[src/logic/adc_pkg.sv]
// Constants, field layout and types for the converter register front end
// Assumes one 20 MHz clock and a synchronous active-low reset
package adc_pkg;

  // Register select codes
  localparam logic [2:0] PTR_RESULT  = 3'h0;
  localparam logic [2:0] PTR_STATUS  = 3'h1;
  localparam logic [2:0] PTR_CONFIG  = 3'h2;
  localparam logic [2:0] PTR_LOW     = 3'h3;
  localparam logic [2:0] PTR_HIGH    = 3'h4;
  localparam logic [2:0] PTR_HYST    = 3'h5;
  localparam logic [2:0] PTR_LOWEST  = 3'h6;
  localparam logic [2:0] PTR_HIGHEST = 3'h7;

  // Field positions
  localparam int RES_LSB     = 2;
  localparam int RES_MSB     = 11;
  localparam int SUMMARY_BIT = 15;
  localparam int STAT_OVER   = 1;
  localparam int STAT_UNDER  = 0;
  localparam int CFG_HOLD    = 4;
  localparam int CFG_FLAG_EN = 3;
  localparam int CYC_LSB     = 5;
  localparam int CYC_MSB     = 7;

  // Writable bits of the configuration byte
  localparam logic [7:0] CFG_WMASK = 8'hfd;

  // Values after reset
  localparam logic [2:0] PTR_RESET     = 3'h0;
  localparam logic [9:0] RESULT_RESET  = 10'h000;
  localparam logic [1:0] STATUS_RESET  = 2'h0;
  localparam logic [7:0] CFG_RESET     = 8'h00;
  localparam logic [9:0] LOW_RESET     = 10'h000;
  localparam logic [9:0] HIGH_RESET    = 10'h3ff;
  localparam logic [9:0] HYST_RESET    = 10'h000;
  localparam logic [9:0] LOWEST_RESET  = 10'h3ff;
  localparam logic [9:0] HIGHEST_RESET = 10'h000;

  // Serial bus slave address, value arbitrary
  localparam logic [6:0] DEV_ADDR = 7'h2a;

  // Bit count at which a byte is complete
  localparam logic [2:0] LAST_BIT = 3'h7;

  // Finished conversion from the converter core
  typedef struct packed {
    logic       done;
    logic [9:0] code;
  } conv_type;

  // Serial slave states
  typedef enum {
    ST_IDLE,
    ST_ADDR,
    ST_ADDR_ACK,
    ST_WR_BYTE,
    ST_WR_ACK,
    ST_RD_BYTE,
    ST_RD_ACK
  } link_state_type;

endpackage : adc_pkg

[src/logic/pin_sync.sv]
// Two-stage synchroniser for the serial clock and data pins
// Assumes pins idle high, as on a pulled-up two-wire bus
`timescale 1ns/1ps
`default_nettype none
module pin_sync (
  input  wire logic       clk,
  input  wire logic       rst_b,
  input  wire logic [1:0] async_in,
  output logic      [1:0] sync_out
);

  logic [1:0] meta_q;
  logic [1:0] stable_q;

  // First stage feeds only the second
  always_ff @(posedge clk) begin
    if (!rst_b) begin
      meta_q   <= 2'h3;
      stable_q <= 2'h3;
    end else begin
      meta_q   <= async_in;
      stable_q <= meta_q;
    end
  end

  assign sync_out = stable_q;

endmodule : pin_sync
`default_nettype wire

[src/logic/adc_reg_front.sv]
// Register front end of a 10-bit converter behind a two-wire serial slave
// Assumes serial pins arrive asynchronously; conversion results on clk
//
// Function
// - Reset loads every register default, kept until conversion or write.
// - First finished conversion updates result and alert status.
// - Eight data registers plus pointer; result register is read-only.
// - First written data byte of a write lands in the pointer.
// - Pointer selects the register for following writes and reads.
// - Only pointer bits 2:0 select; upper bits must be written zero.
// - Pointer resets to zero, selecting the result register.
// - Select codes 0..7 map result, status, config, limits, hysteresis, extremes.
// - In normal mode each result register read starts a conversion.
// - Result sits in bits 11:2, straight binary; 14:12 and 1:0 zero.
// - Result register is 16-bit read-only and resets to zero.
// - Bit 15 high when flag enable set and any alert flag set.
// - Status register is 8-bit, resets zero, bits 7:2 read zero.
// - Alert flags are active high, one meaning a limit was violated.
// - Over-range flag bit 1 sets when code exceeds upper limit.
// - Under-range flag bit 0 sets when code falls below lower limit.
// - Over flag clears on write one, or below upper minus hysteresis.
// - Under flag clears on write one, or above lower plus hysteresis.
// - With hold set, flags clear only by writing one.
// - Config bit 3 enables the summary bit 15.
// - Config bit 4 is alert hold, blocking self-clear.
// - Limit registers keep 10-bit thresholds in bits 11:2, rest zero.
`timescale 1ns/1ps
`default_nettype none
module adc_reg_front (
  input  wire logic             clk,
  input  wire logic             rst_b,
  input  wire logic             scl_pin,
  input  wire logic             sda_in,
  output logic                  sda_out,
  output logic                  sda_oe,
  input  wire adc_pkg::conv_type conv,
  output logic                  conv_start
);

  logic [1:0]              pins_s;
  logic                    scl_s;
  logic                    sda_s;
  logic                    scl_p_q;
  logic                    sda_p_q;
  logic                    scl_rise;
  logic                    scl_fall;
  logic                    start_evt;
  logic                    stop_evt;
  adc_pkg::link_state_type state_q;
  logic [2:0]              cnt_q;
  logic                    full_q;
  logic [7:0]              sh_q;
  logic [7:0]              tx_q;
  logic                    oe_q;
  logic                    out_q;
  logic                    rw_q;
  logic                    ridx_q;
  logic                    nack_q;
  logic [1:0]              widx_q;
  logic [7:0]              hi_q;
  logic [2:0]              ptr_q;
  logic [9:0]              result_q;
  logic [1:0]              status_q;
  logic [7:0]              cfg_q;
  logic [9:0]              low_q;
  logic [9:0]              high_q;
  logic [9:0]              hyst_q;
  logic [9:0]              lowest_q;
  logic [9:0]              highest_q;
  logic                    start_q;
  logic                    addr_done;
  logic                    addr_hit;
  logic                    wr_done;
  logic                    is8;
  logic                    commit8;
  logic                    commit16;
  logic [15:0]             wdata16;
  logic [15:0]             sel_word;
  logic [7:0]              tx_next;
  logic                    summary;
  logic                    over_set;
  logic                    under_set;
  logic                    over_self;
  logic                    under_self;
  logic [1:0]              st_w1c;

  pin_sync u_sync (
    .clk      (clk),
    .rst_b    (rst_b),
    .async_in ({scl_pin, sda_in}),
    .sync_out (pins_s)
  );

  assign scl_s = pins_s[1];
  assign sda_s = pins_s[0];

  // Edge and bus condition detection
  always_ff @(posedge clk) begin
    if (!rst_b) begin
      scl_p_q <= 1'b1;
      sda_p_q <= 1'b1;
    end else begin
      scl_p_q <= scl_s;
      sda_p_q <= sda_s;
    end
  end

  assign scl_rise  = scl_s & ~scl_p_q;
  assign scl_fall  = ~scl_s & scl_p_q;
  assign start_evt = scl_s & scl_p_q & sda_p_q & ~sda_s;
  assign stop_evt  = scl_s & scl_p_q & ~sda_p_q & sda_s;

  assign addr_done = (state_q == adc_pkg::ST_ADDR) & full_q & scl_fall;
  assign addr_hit  = sh_q[7:1] == adc_pkg::DEV_ADDR;
  assign wr_done   = (state_q == adc_pkg::ST_WR_BYTE) & full_q & scl_fall;

  // Slave sequencing
  always_ff @(posedge clk) begin
    if (!rst_b) begin
      state_q <= adc_pkg::ST_IDLE;
    end else if (start_evt) begin
      state_q <= adc_pkg::ST_ADDR;
    end else if (stop_evt) begin
      state_q <= adc_pkg::ST_IDLE;
    end else begin
      unique case (state_q)
        adc_pkg::ST_IDLE: begin
          state_q <= adc_pkg::ST_IDLE;
        end
        adc_pkg::ST_ADDR: begin
          if (addr_done) begin
            state_q <= addr_hit ? adc_pkg::ST_ADDR_ACK : adc_pkg::ST_IDLE;
          end
        end
        adc_pkg::ST_ADDR_ACK: begin
          if (scl_fall) begin
            state_q <= rw_q ? adc_pkg::ST_RD_BYTE : adc_pkg::ST_WR_BYTE;
          end
        end
        adc_pkg::ST_WR_BYTE: begin
          if (wr_done) begin
            state_q <= adc_pkg::ST_WR_ACK;
          end
        end
        adc_pkg::ST_WR_ACK: begin
          if (scl_fall) begin
            state_q <= adc_pkg::ST_WR_BYTE;
          end
        end
        adc_pkg::ST_RD_BYTE: begin
          if (scl_fall && full_q) begin
            state_q <= adc_pkg::ST_RD_ACK;
          end
        end
        adc_pkg::ST_RD_ACK: begin
          if (scl_fall) begin
            state_q <= nack_q ? adc_pkg::ST_IDLE : adc_pkg::ST_RD_BYTE;
          end
        end
      endcase
    end
  end

  // Bit counting and receive shift
  always_ff @(posedge clk) begin
    if (!rst_b || start_evt || stop_evt) begin
      cnt_q  <= 3'h0;
      full_q <= 1'b0;
    end else if (scl_rise && (state_q == adc_pkg::ST_ADDR ||
                 state_q == adc_pkg::ST_WR_BYTE || state_q == adc_pkg::ST_RD_BYTE)) begin
      cnt_q  <= cnt_q + 3'h1;
      full_q <= cnt_q == adc_pkg::LAST_BIT;
    end else if (scl_fall && full_q) begin
      full_q <= 1'b0;
    end
  end

  always_ff @(posedge clk) begin
    if (!rst_b) begin
      sh_q <= 8'h00;
    end else if (scl_rise && (state_q == adc_pkg::ST_ADDR ||
                 state_q == adc_pkg::ST_WR_BYTE)) begin
      sh_q <= {sh_q[6:0], sda_s};
    end
  end

  always_ff @(posedge clk) begin
    if (!rst_b) begin
      rw_q   <= 1'b0;
      nack_q <= 1'b0;
    end else begin
      if (addr_done) begin
        rw_q <= sh_q[0];
      end
      if (scl_rise && state_q == adc_pkg::ST_RD_ACK) begin
        nack_q <= sda_s;
      end
    end
  end

  // Register read selection
  assign summary = cfg_q[adc_pkg::CFG_FLAG_EN] & (|status_q);
  assign is8 = (ptr_q == adc_pkg::PTR_STATUS) | (ptr_q == adc_pkg::PTR_CONFIG);

  always_comb begin
    sel_word = 16'h0000;
    unique case (ptr_q)
      adc_pkg::PTR_RESULT:  sel_word = {summary, 3'h0, result_q, 2'h0};
      adc_pkg::PTR_STATUS:  sel_word = {14'h0000, status_q};
      adc_pkg::PTR_CONFIG:  sel_word = {8'h00, cfg_q};
      adc_pkg::PTR_LOW:     sel_word = {4'h0, low_q, 2'h0};
      adc_pkg::PTR_HIGH:    sel_word = {4'h0, high_q, 2'h0};
      adc_pkg::PTR_HYST:    sel_word = {4'h0, hyst_q, 2'h0};
      adc_pkg::PTR_LOWEST:  sel_word = {4'h0, lowest_q, 2'h0};
      adc_pkg::PTR_HIGHEST: sel_word = {4'h0, highest_q, 2'h0};
    endcase
  end

  // Upper byte first on 16-bit words
  assign tx_next = (is8 || ridx_q) ? sel_word[7:0] : sel_word[15:8];

  // Data line drive, open drain
  always_ff @(posedge clk) begin
    if (!rst_b) begin
      oe_q   <= 1'b0;
      tx_q   <= 8'h00;
      ridx_q <= 1'b0;
    end else if (start_evt || stop_evt) begin
      oe_q <= 1'b0;
    end else if (addr_done) begin
      oe_q   <= addr_hit;
      ridx_q <= 1'b0;
    end else if (state_q == adc_pkg::ST_ADDR_ACK && scl_fall) begin
      if (rw_q) begin
        tx_q   <= tx_next;
        oe_q   <= ~tx_next[7];
        ridx_q <= ~ridx_q;
      end else begin
        oe_q <= 1'b0;
      end
    end else if (wr_done) begin
      oe_q <= 1'b1;
    end else if (state_q == adc_pkg::ST_WR_ACK && scl_fall) begin
      oe_q <= 1'b0;
    end else if (state_q == adc_pkg::ST_RD_BYTE && scl_fall) begin
      if (full_q) begin
        oe_q <= 1'b0;
      end else begin
        tx_q <= {tx_q[6:0], 1'b0};
        oe_q <= ~tx_q[6];
      end
    end else if (state_q == adc_pkg::ST_RD_ACK && scl_fall && !nack_q) begin
      tx_q   <= tx_next;
      oe_q   <= ~tx_next[7];
      ridx_q <= ~ridx_q;
    end
  end

  always_ff @(posedge clk) begin
    if (!rst_b) begin
      out_q <= 1'b0;
    end else begin
      out_q <= 1'b0;
    end
  end

  // Write byte bookkeeping
  always_ff @(posedge clk) begin
    if (!rst_b) begin
      widx_q <= 2'h0;
      hi_q   <= 8'h00;
    end else if (addr_done) begin
      widx_q <= 2'h0;
    end else if (wr_done) begin
      if (widx_q != 2'h3) begin
        widx_q <= widx_q + 2'h1;
      end
      if (widx_q == 2'h1) begin
        hi_q <= sh_q;
      end
    end
  end

  assign commit8  = wr_done & (widx_q == 2'h1) & is8;
  assign commit16 = wr_done & (widx_q == 2'h2) & ~is8;
  assign wdata16  = {hi_q, sh_q};

  always_ff @(posedge clk) begin
    if (!rst_b) begin
      ptr_q <= adc_pkg::PTR_RESET;
    end else if (wr_done && widx_q == 2'h0) begin
      ptr_q <= sh_q[2:0];
    end
  end

  // Writable registers; result has no write path
  always_ff @(posedge clk) begin
    if (!rst_b) begin
      cfg_q     <= adc_pkg::CFG_RESET;
      low_q     <= adc_pkg::LOW_RESET;
      high_q    <= adc_pkg::HIGH_RESET;
      hyst_q    <= adc_pkg::HYST_RESET;
      lowest_q  <= adc_pkg::LOWEST_RESET;
      highest_q <= adc_pkg::HIGHEST_RESET;
    end else begin
      if (commit8 && ptr_q == adc_pkg::PTR_CONFIG) begin
        cfg_q <= sh_q & adc_pkg::CFG_WMASK;
      end
      if (commit16) begin
        unique case (ptr_q)
          adc_pkg::PTR_LOW:     low_q     <= wdata16[adc_pkg::RES_MSB:adc_pkg::RES_LSB];
          adc_pkg::PTR_HIGH:    high_q    <= wdata16[adc_pkg::RES_MSB:adc_pkg::RES_LSB];
          adc_pkg::PTR_HYST:    hyst_q    <= wdata16[adc_pkg::RES_MSB:adc_pkg::RES_LSB];
          adc_pkg::PTR_LOWEST:  lowest_q  <= wdata16[adc_pkg::RES_MSB:adc_pkg::RES_LSB];
          adc_pkg::PTR_HIGHEST: highest_q <= wdata16[adc_pkg::RES_MSB:adc_pkg::RES_LSB];
          default: ;
        endcase
      end
    end
  end

  // Conversion result and limit checks
  always_ff @(posedge clk) begin
    if (!rst_b) begin
      result_q <= adc_pkg::RESULT_RESET;
    end else if (conv.done) begin
      result_q <= conv.code;
    end
  end

  assign over_set   = conv.done & (conv.code > high_q);
  assign under_set  = conv.done & (conv.code < low_q);
  assign over_self  = conv.done & ~cfg_q[adc_pkg::CFG_HOLD] &
                      (({1'b0, conv.code} + {1'b0, hyst_q}) < {1'b0, high_q});
  assign under_self = conv.done & ~cfg_q[adc_pkg::CFG_HOLD] &
                      ({1'b0, conv.code} > ({1'b0, low_q} + {1'b0, hyst_q}));
  assign st_w1c = (commit8 && ptr_q == adc_pkg::PTR_STATUS) ? sh_q[1:0] : 2'h0;

  // Set wins over any clear in the same cycle
  always_ff @(posedge clk) begin
    if (!rst_b) begin
      status_q <= adc_pkg::STATUS_RESET;
    end else begin
      status_q[adc_pkg::STAT_OVER] <= over_set | (status_q[adc_pkg::STAT_OVER] &
        ~(st_w1c[adc_pkg::STAT_OVER] | over_self));
      status_q[adc_pkg::STAT_UNDER] <= under_set | (status_q[adc_pkg::STAT_UNDER] &
        ~(st_w1c[adc_pkg::STAT_UNDER] | under_self));
    end
  end

  // Normal-mode conversion request on a result read
  always_ff @(posedge clk) begin
    if (!rst_b) begin
      start_q <= 1'b0;
    end else begin
      start_q <= addr_done & addr_hit & sh_q[0] & (ptr_q == adc_pkg::PTR_RESULT) &
                 (cfg_q[adc_pkg::CYC_MSB:adc_pkg::CYC_LSB] == 3'h0);
    end
  end

  assign sda_out    = out_q;
  assign sda_oe     = oe_q;
  assign conv_start = start_q;
endmodule : adc_reg_front
`default_nettype wire

[config.mk]
export PLATFORM = sky130hd
export DESIGN_NAME = adc_reg_front
export DESIGN_NICKNAME = d
export VERILOG_FILES = /design/src/logic/adc_pkg.sv /design/src/logic/pin_sync.sv /design/src/logic/adc_reg_front.sv
export SDC_FILE = /design/constraint.sdc
export NUM_CORES = 1
export LEC_CHECK = 0
export BUFFER_PORTS_ARGS = -buffer_cell sky130_fd_sc_hd__buf_2
export CAP_MARGIN = 20
export CELL_PAD_IN_SITES_DETAIL_PLACEMENT = 1
export CELL_PAD_IN_SITES_GLOBAL_PLACEMENT = 2
export CORE_MARGIN = 4
export CORE_UTILIZATION = 25
export CTS_CLUSTER_SIZE = 24
export DETAILED_ROUTE_END_ITERATION = 10
export HOLD_SLACK_MARGIN = 0.1
export PLACE_DENSITY = 0.56
export SLEW_MARGIN = 10
export SYNTH_ARGS = -nofsm -noshare
export SYNTH_HDL_FRONTEND = slang
export SYNTH_HIERARCHICAL = 1
export SYNTH_SLANG_ARGS = --single-unit
[constraint.sdc]
create_clock -name clk -period 3.9 [get_ports clk]
set_input_delay 0.975 -clock clk [delete_from_list [all_inputs] [get_ports clk]]
set_output_delay 0.975 -clock clk [all_outputs]
set_load 0.01 [all_outputs]
# [Word-level counts from Yosys, hierarchy flattened]
# Cells that the tools add are included.
[totals] word_cells=206 latchBits=0 out_inout_bits=3 memories=0 mem_bits_rw=0 reg_bits=140 romBits=0 inputBits=15
[op_classes] n_div=0 n_eq_ne=44 mul=0 n_mux=39 n_lt_le_gt_ge=4 addsub=4 n_shift=0 bitwise_logic=46 reduce_logical=43
[op_table] cell="$pmux 32 s7" n=1
[op_table] cell="$mux 32" n=6
[op_table] cell="$eq 32x3->1 const B" n=5
[op_table] cell="$pmux 16 s8" n=1
[op_table] cell="$eq 32x2->1 const B" n=3
[op_table] cell="$eq 32x4->1 const B" n=3
[op_table] cell="$mux 7" n=7
[op_table] cell="$eq 32x1->1 const B" n=1
[op_table] cell="$logic_not 32->1" n=1
[op_table] cell="$and 1x1->1" n=27
[op_table] cell="$ne 4x4->1 const B" n=6
[op_table] cell="$add 10x10->11" n=2
[op_table] cell="$mux 1" n=19
[op_table] cell="$ne 2x2->1 const B" n=9
[op_table] cell="$reduce_and 6->1" n=3
[op_table] cell="$eq 3x3->1 const B" n=5
[op_table] cell="$not 1->1" n=14
[op_table] cell="$logic_and 1x1->1" n=12
[op_table] cell="$ne 3x3->1 const B" n=4
[op_table] cell="$reduce_and 2->1" n=6
[op_table] cell="$gt 10x11->1" n=1
[op_table] cell="$lt 11x10->1" n=1
[op_table] cell="$gt 10x10->1" n=1
[op_table] cell="$lt 10x10->1" n=1
[op_table] cell="24 further kinds" n=41

# [Logic depth before layout (Yosys ltp)]
[depth] ltp_word=11 ltp_mapped=14 ltp_nobuf=14

# [Hierarchy]
# Netlist, hierarchy kept.
[modules_own_cells] module="adc_reg_front" instances=1 area_per_inst_um2=6799.0 cells_per_inst=787 seq_area_each_um2=2142.1
[modules_own_cells] module="pin_sync" instances=1 area_per_inst_um2=105.1 cells_per_inst=8 seq_area_each_um2=80.1

# [Worst setup path after synthesis]
# Ideal clock, no wire load.
[synth_path] path_type="input to register" start="input conv[0] (netlist name)" end="register status_q[1]" slack_ns=0.511 n_path_buf=0 t_required_ns=3.773 setup_ns=0.127 t_arrival_ns=3.262 path_stages=13 cell_sequence="ha_1 fa_1 a211oi_1 o21ai_0 a211oi_1 a2bb2oi_1 ha_1 o21ai_0 nor3_1 o31ai_1 o211ai_1 a21oi_1 o22ai_1"
[synth_between] elab_chain_cells=7 word_cells_on_any_way=9 cone_classes="1 x add/sub; 2 x order compare; 6 x bitwise"
[synth_lines] item="start: declaration" line="adc_reg_front.sv:36" source="input wire adc_pkg::conv_type conv,"
[synth_lines] item="$add 10x10->11" line="adc_reg_front.sv:334" source="(({1'b0, conv.code} + {1'b0, hyst_q}) < {1'b0, high_q});"
[synth_lines] item="$lt 11x10->1" line="adc_reg_front.sv:334"
[synth_lines] item="$and 1x1->1" line="adc_reg_front.sv:333" source="assign over_self = conv.done & ~cfg_q[adc_pkg::CFG_HOLD] &"
[synth_lines] item="$or 1x1->1" line="adc_reg_front.sv:345" source="~(st_w1c[adc_pkg::STAT_OVER] | over_self));"
[synth_lines] item="$not 1->1" line="adc_reg_front.sv:345"
[synth_lines] item="$and 1x1->1" line="adc_reg_front.sv:344" source="status_q[adc_pkg::STAT_OVER] <= over_set | (status_q[adc_pkg::STAT_OVER] &"
[synth_lines] item="$or 1x1->1 *" line="adc_reg_front.sv:344"
[synth_lines] item="end signal: assignment" line="adc_reg_front.sv:342" source="status_q <= adc_pkg::STATUS_RESET;"
[synth_lines] item="end signal: indexed assignment" line="adc_reg_front.sv:344"
[synth_lines] item="end signal: indexed assignment" line="adc_reg_front.sv:346" source="status_q[adc_pkg::STAT_UNDER] <= under_set | (status_q[adc_pkg::STAT_UNDER] &"
[synth_lines] item="end: declaration" line="adc_reg_front.sv:63" source="logic [1:0] status_q;"
# Every way passes the cells marked *; elsewhere a longest branch is shown, timed or not.
# A chain may end at the register's enable or synchronous reset.

# [Final worst setup path]
[layout_path] start="register hyst_q[4]" end="register status_q[0]"
[layout_between] elab_chain_cells=7
[layout_lines] item="start: declaration" line="adc_reg_front.sv:67" source="logic [9:0] hyst_q;"
[layout_lines] item="start signal: assignment" line="adc_reg_front.sv:302" source="hyst_q <= adc_pkg::HYST_RESET;"
[layout_lines] item="start signal: assignment" line="adc_reg_front.sv:313" source="adc_pkg::PTR_HYST: hyst_q <= wdata16[adc_pkg::RES_MSB:adc_pkg::RES_LSB];"
[layout_lines] item="$add 10x10->11" line="adc_reg_front.sv:336" source="({1'b0, conv.code} > ({1'b0, low_q} + {1'b0, hyst_q}));"
[layout_lines] item="$gt 10x11->1" line="adc_reg_front.sv:336"
[layout_lines] item="$and 1x1->1" line="adc_reg_front.sv:335" source="assign under_self = conv.done & ~cfg_q[adc_pkg::CFG_HOLD] &"
[layout_lines] item="$or 1x1->1" line="adc_reg_front.sv:347" source="~(st_w1c[adc_pkg::STAT_UNDER] | under_self));"
[layout_lines] item="$not 1->1" line="adc_reg_front.sv:347"
[layout_lines] item="$and 1x1->1" line="adc_reg_front.sv:346"
[layout_lines] item="$or 1x1->1" line="adc_reg_front.sv:346"
# No other way between the ends.

==> results.yml <==
power_and_ir_drop:
  seq_power_share_pct: 52.0
  cellInternalPower_mw: 1.66
  cellPowerDensity_nw_per_um2: 290
  clockPowerShare_pct: 41.7
  p_sw_uw: 556
  ir_worst_vdd_mv: 0.215
  switching_share_pct: 25.1
  combPwrFrac_pct: 6.3
  leakage_nw: 3.04
critical_path:
  worstPathMaxFanout: 4
  path_buf_inv: 0
  worst_ep_arrival_time_ns: 3.75
  cp.required_ns: 4.14
  critPathMaxStageDelay_ns: 0.60
  cp_slowest_cell: "a2111oi_0"
  cp_common_cell: "ha_1"
  crit_family: "compound AO/OA/AOI/OAI gates"
  worstSetupStartpointType: "flip-flop"
  worst_setup_path_end_kind: "flip-flop"
  worstSetupPathType: "flip-flop to flip-flop"
  path_cells: "ha_1, o21a_1, a2111oi_0, o41ai_1, a21oi_1, xor2_1, ha_1, nand4_1, nor2_1, o21ai_0, a311oi_1, o2bb2ai_1"
drt:
  drt_iter0_markers: 258
  drt.antenna.violating_nets: 0
  routed_wl_mm: 24.2
  vias_per_cell: 5.09
  drc_errors: 0
  first_pass_iters: 4
  via_count: 5824
  wl_per_cell_um: 21.2
floorplanning:
  start_util_pct: 25.5
  rows: 60
  io_pins: 18
  dieArea_um2: 30300
  core_area_um2: 27000
  fp.dieW_um: 174
  die_h_um: 174
logic_synthesis:
  synth_edf_count: 0
  synthFlopType: "dfxtp_1"
  async_flop_share_pct: 0
  ys_seq_area_share_pct: 32.2
  ys_ff_latch: 111
  synth_cell_types: 66
  ys_top_cells_by_area: "dfxtp_1, ha_1, mux2i_1"
  synth_area_leader_cell: "dfxtp_1"
  synth_nets: 876
  synth_warnings: 6
  synth_cells: 795
  avgSynthCellArea_um2: 8.68
  synthesis.area_um2: 6900
  synth_top_area_share_pct: 32.2
global_route:
  grt_max_degree: 49
  grt_overflow_total: 0
  grt_pass1_vias: 5929
  antenna_found_initial: 0
  gr-usage-all-layers_pct: 16.1
  grt_pass1_wl_mm: 37.6
sta:
  fin_skew_ns: 0.0168
  fin_tns_setup_ns: 0
  rsz0062_at_grt: "no"
  slew_headroom_pct: 48.0
  setup_viol: 0
  fmax_mhz: 284
  finalMaxSlewViolations: 0
  fin_crit_ns: 3.52
  hold_violations: 0
  tightest_slew_ns: 0.777
  final.period_utilization_pct: 90.2
run_status:
  outcome: "finished clean"
cells_and_area:
  final_nets: 880
  fin_cells: 1145
  drive_above_1_share_pct: 8.83
  fillers: 3200
  syn_to_final_growth_pct: 10.9
  antenna_cells: 0
placed_design:
  hpwl_mm: 18.5
  dp_cells: 1129
  port_buffers: 16
  gp_congestion: 0.790
clock_tree:
  cts.clk_slew.worst_paths_ns: 0.08
  cts_hold_buf: 0
  cts_resized: 0
  cts_tree: "yes"
  clockBufferDepth: 2
  clock_latency_ns: 0.36
  cts_setup_buffers: 0
  cts_made_buffers: 9
  cts.sinks: 111
  cts_htree_levels: 3
  root_buffer: "clkbuf_16"
worst_hold_path:
  holdCritPathClass: "flip-flop to flip-flop"
run:
  drv_cap: 0
[area by class of cell]
class,count,area (um^2),share of cell area [%]
Clock buffer,12,246,3.22
Multi-Input combinational cell,602,4340,56.7
Tap cell,341,427,5.57
Timing Repair Buffer,38,245,3.20
Inverter,37,139,1.81
Sequential cell,111,2220,29.0
Clock inverter,4,37.5,0.490
[final timing paths]
check	from	endpoint	slack [ns]	depth (start not counted)
min	u_sync/meta_q[1]	u_sync/sync_out[1]	0.41	1
min reg2reg	u_sync/meta_q[1]	u_sync/sync_out[1]	0.41	1
max reg2reg	hyst_q[4]	status_q[0]	0.38	12
max	hyst_q[4]	status_q[0]	0.38	12
[worst reg2reg max path, cell delays in order (launching register included)]
cell and delay [ns]:
dfxtp_1 0.54, ha_1 0.35, o21a_1 0.14, a2111oi_0 0.60, o41ai_1 0.20, a21oi_1 0.20, xor2_1 0.09, ha_1 0.31
nand4_1 0.14, nor2_1 0.16, o21ai_0 0.11, a311oi_1 0.44, o2bb2ai_1 0.12
[layer usage]
metal / part of all wire, % / GRT usage, % / vias up
met2: 46 / 25.1 / 75
met1: 50 / 23.3 / 2880
met3: 2.7 / 2.31 / 21
li1: - / - / 2848
met5: 0 / 0 / -
met4: 1.8 / 4.52 / 0
[through the flow]
stage	utilization [%]	setup WS (ns)	area (um^2)	hold WS (ns)	power [mW]
floorplan	-	0.511	6900	0.386	1.26
global placement	27.3	0.123	7370	0.397	1.32
detailed placement	27.3	0.0728	7370	0.399	1.32
CTS	28.3	0.329	7650	0.419	2.26
global route	28.3	0.0995	7660	0.426	2.32
finish	28.3	0.383	7660	0.414	2.22
[power by group through the flow]
stage / Sequential [mW] / Combinational [mW] / Clock [mW]
2_1_floorplan: 1.17 / 0.0918 / 0
3_3_place_gp: 1.18 / 0.135 / 0
3_5_place_dp: 1.18 / 0.141 / 0
4_1_cts: 1.15 / 0.142 / 0.968
5_1_grt: 1.15 / 0.158 / 1.00
6_report: 1.15 / 0.140 / 0.925
[cells in the mapped netlist (15+ instances only)]
cell,n
dfxtp_1,111
mux2i_1,67
nand2_1,65
ha_1,64
nor2b_1,55
o21ai_0,54
nor2_1,48
a21oi_1,36
inv_1,36
clkbuf_1,25
a21boi_0,21
o211ai_1,20
nor3_1,15
[placed cells by master, fill, tap and decap left out, types with 3 or more instances in the layout]
cell type  Yosys  layout
a21oi_1       36      36
o21ai_0       54      54
a22o_1         7       7
a221oi_1       8       8
o21a_1         3       3
and3_1         5       5
xor2_1         7       7
nand2b_1      13      13
o2bb2ai_1      4       4
nor3_1        15      15
nor2_1        48      48
a21boi_0      21      21
ha_1          64      64
and2_1         4       4
mux2i_1       67      67
nand3_1       13      13
o31ai_1        5       5
a2111oi_0      3       3
dfxtp_1      111     111
nand2_1       65      65
a21o_1         4       4
a211oi_1      11      11
xnor2_1       10      10
inv_1         36      36
buf_2         13      16
nor2b_1       55      55
a31oi_1        5       5
nor4_1         3       3
nand4_1        8       8
clkbuf_16      0       9
o211ai_1      20      20
o21bai_1       3       3
buf_4          4      22
[sequential cells by signal (all words and copies together), names as in the netlist, 3 cells and up]
name / flops
high_q: 10
highest_q: 10
hyst_q: 10
low_q: 10
lowest_q: 10
result_q: 10
sh_q: 8
cfg_q: 7
tx_q: 7
hi_q: 4
cnt_q: 3
ptr_q: 3
state_q: 3
[cell families (layout without fill, tap and decap cells)]
kind of cell / count (synthesis) / after routing / synth area share [%]
multiplexers: 69 / 69 / 10.4
XOR/XNOR: 17 / 17 / 2.16
AO/OA/AOI/OAI: 203 / 203 / 19.5
AND/OR/NAND/NOR: 246 / 246 / 18.5
adder cells (fa/ha/maj): 66 / 66 / 12.2
other: 1 / 1 / 0.0543
flip-flops: 111 / 111 / 32.2
buffers and inverters: 82 / 91 / 5.04
Note: power is estimated with default switching activity, not from simulation.
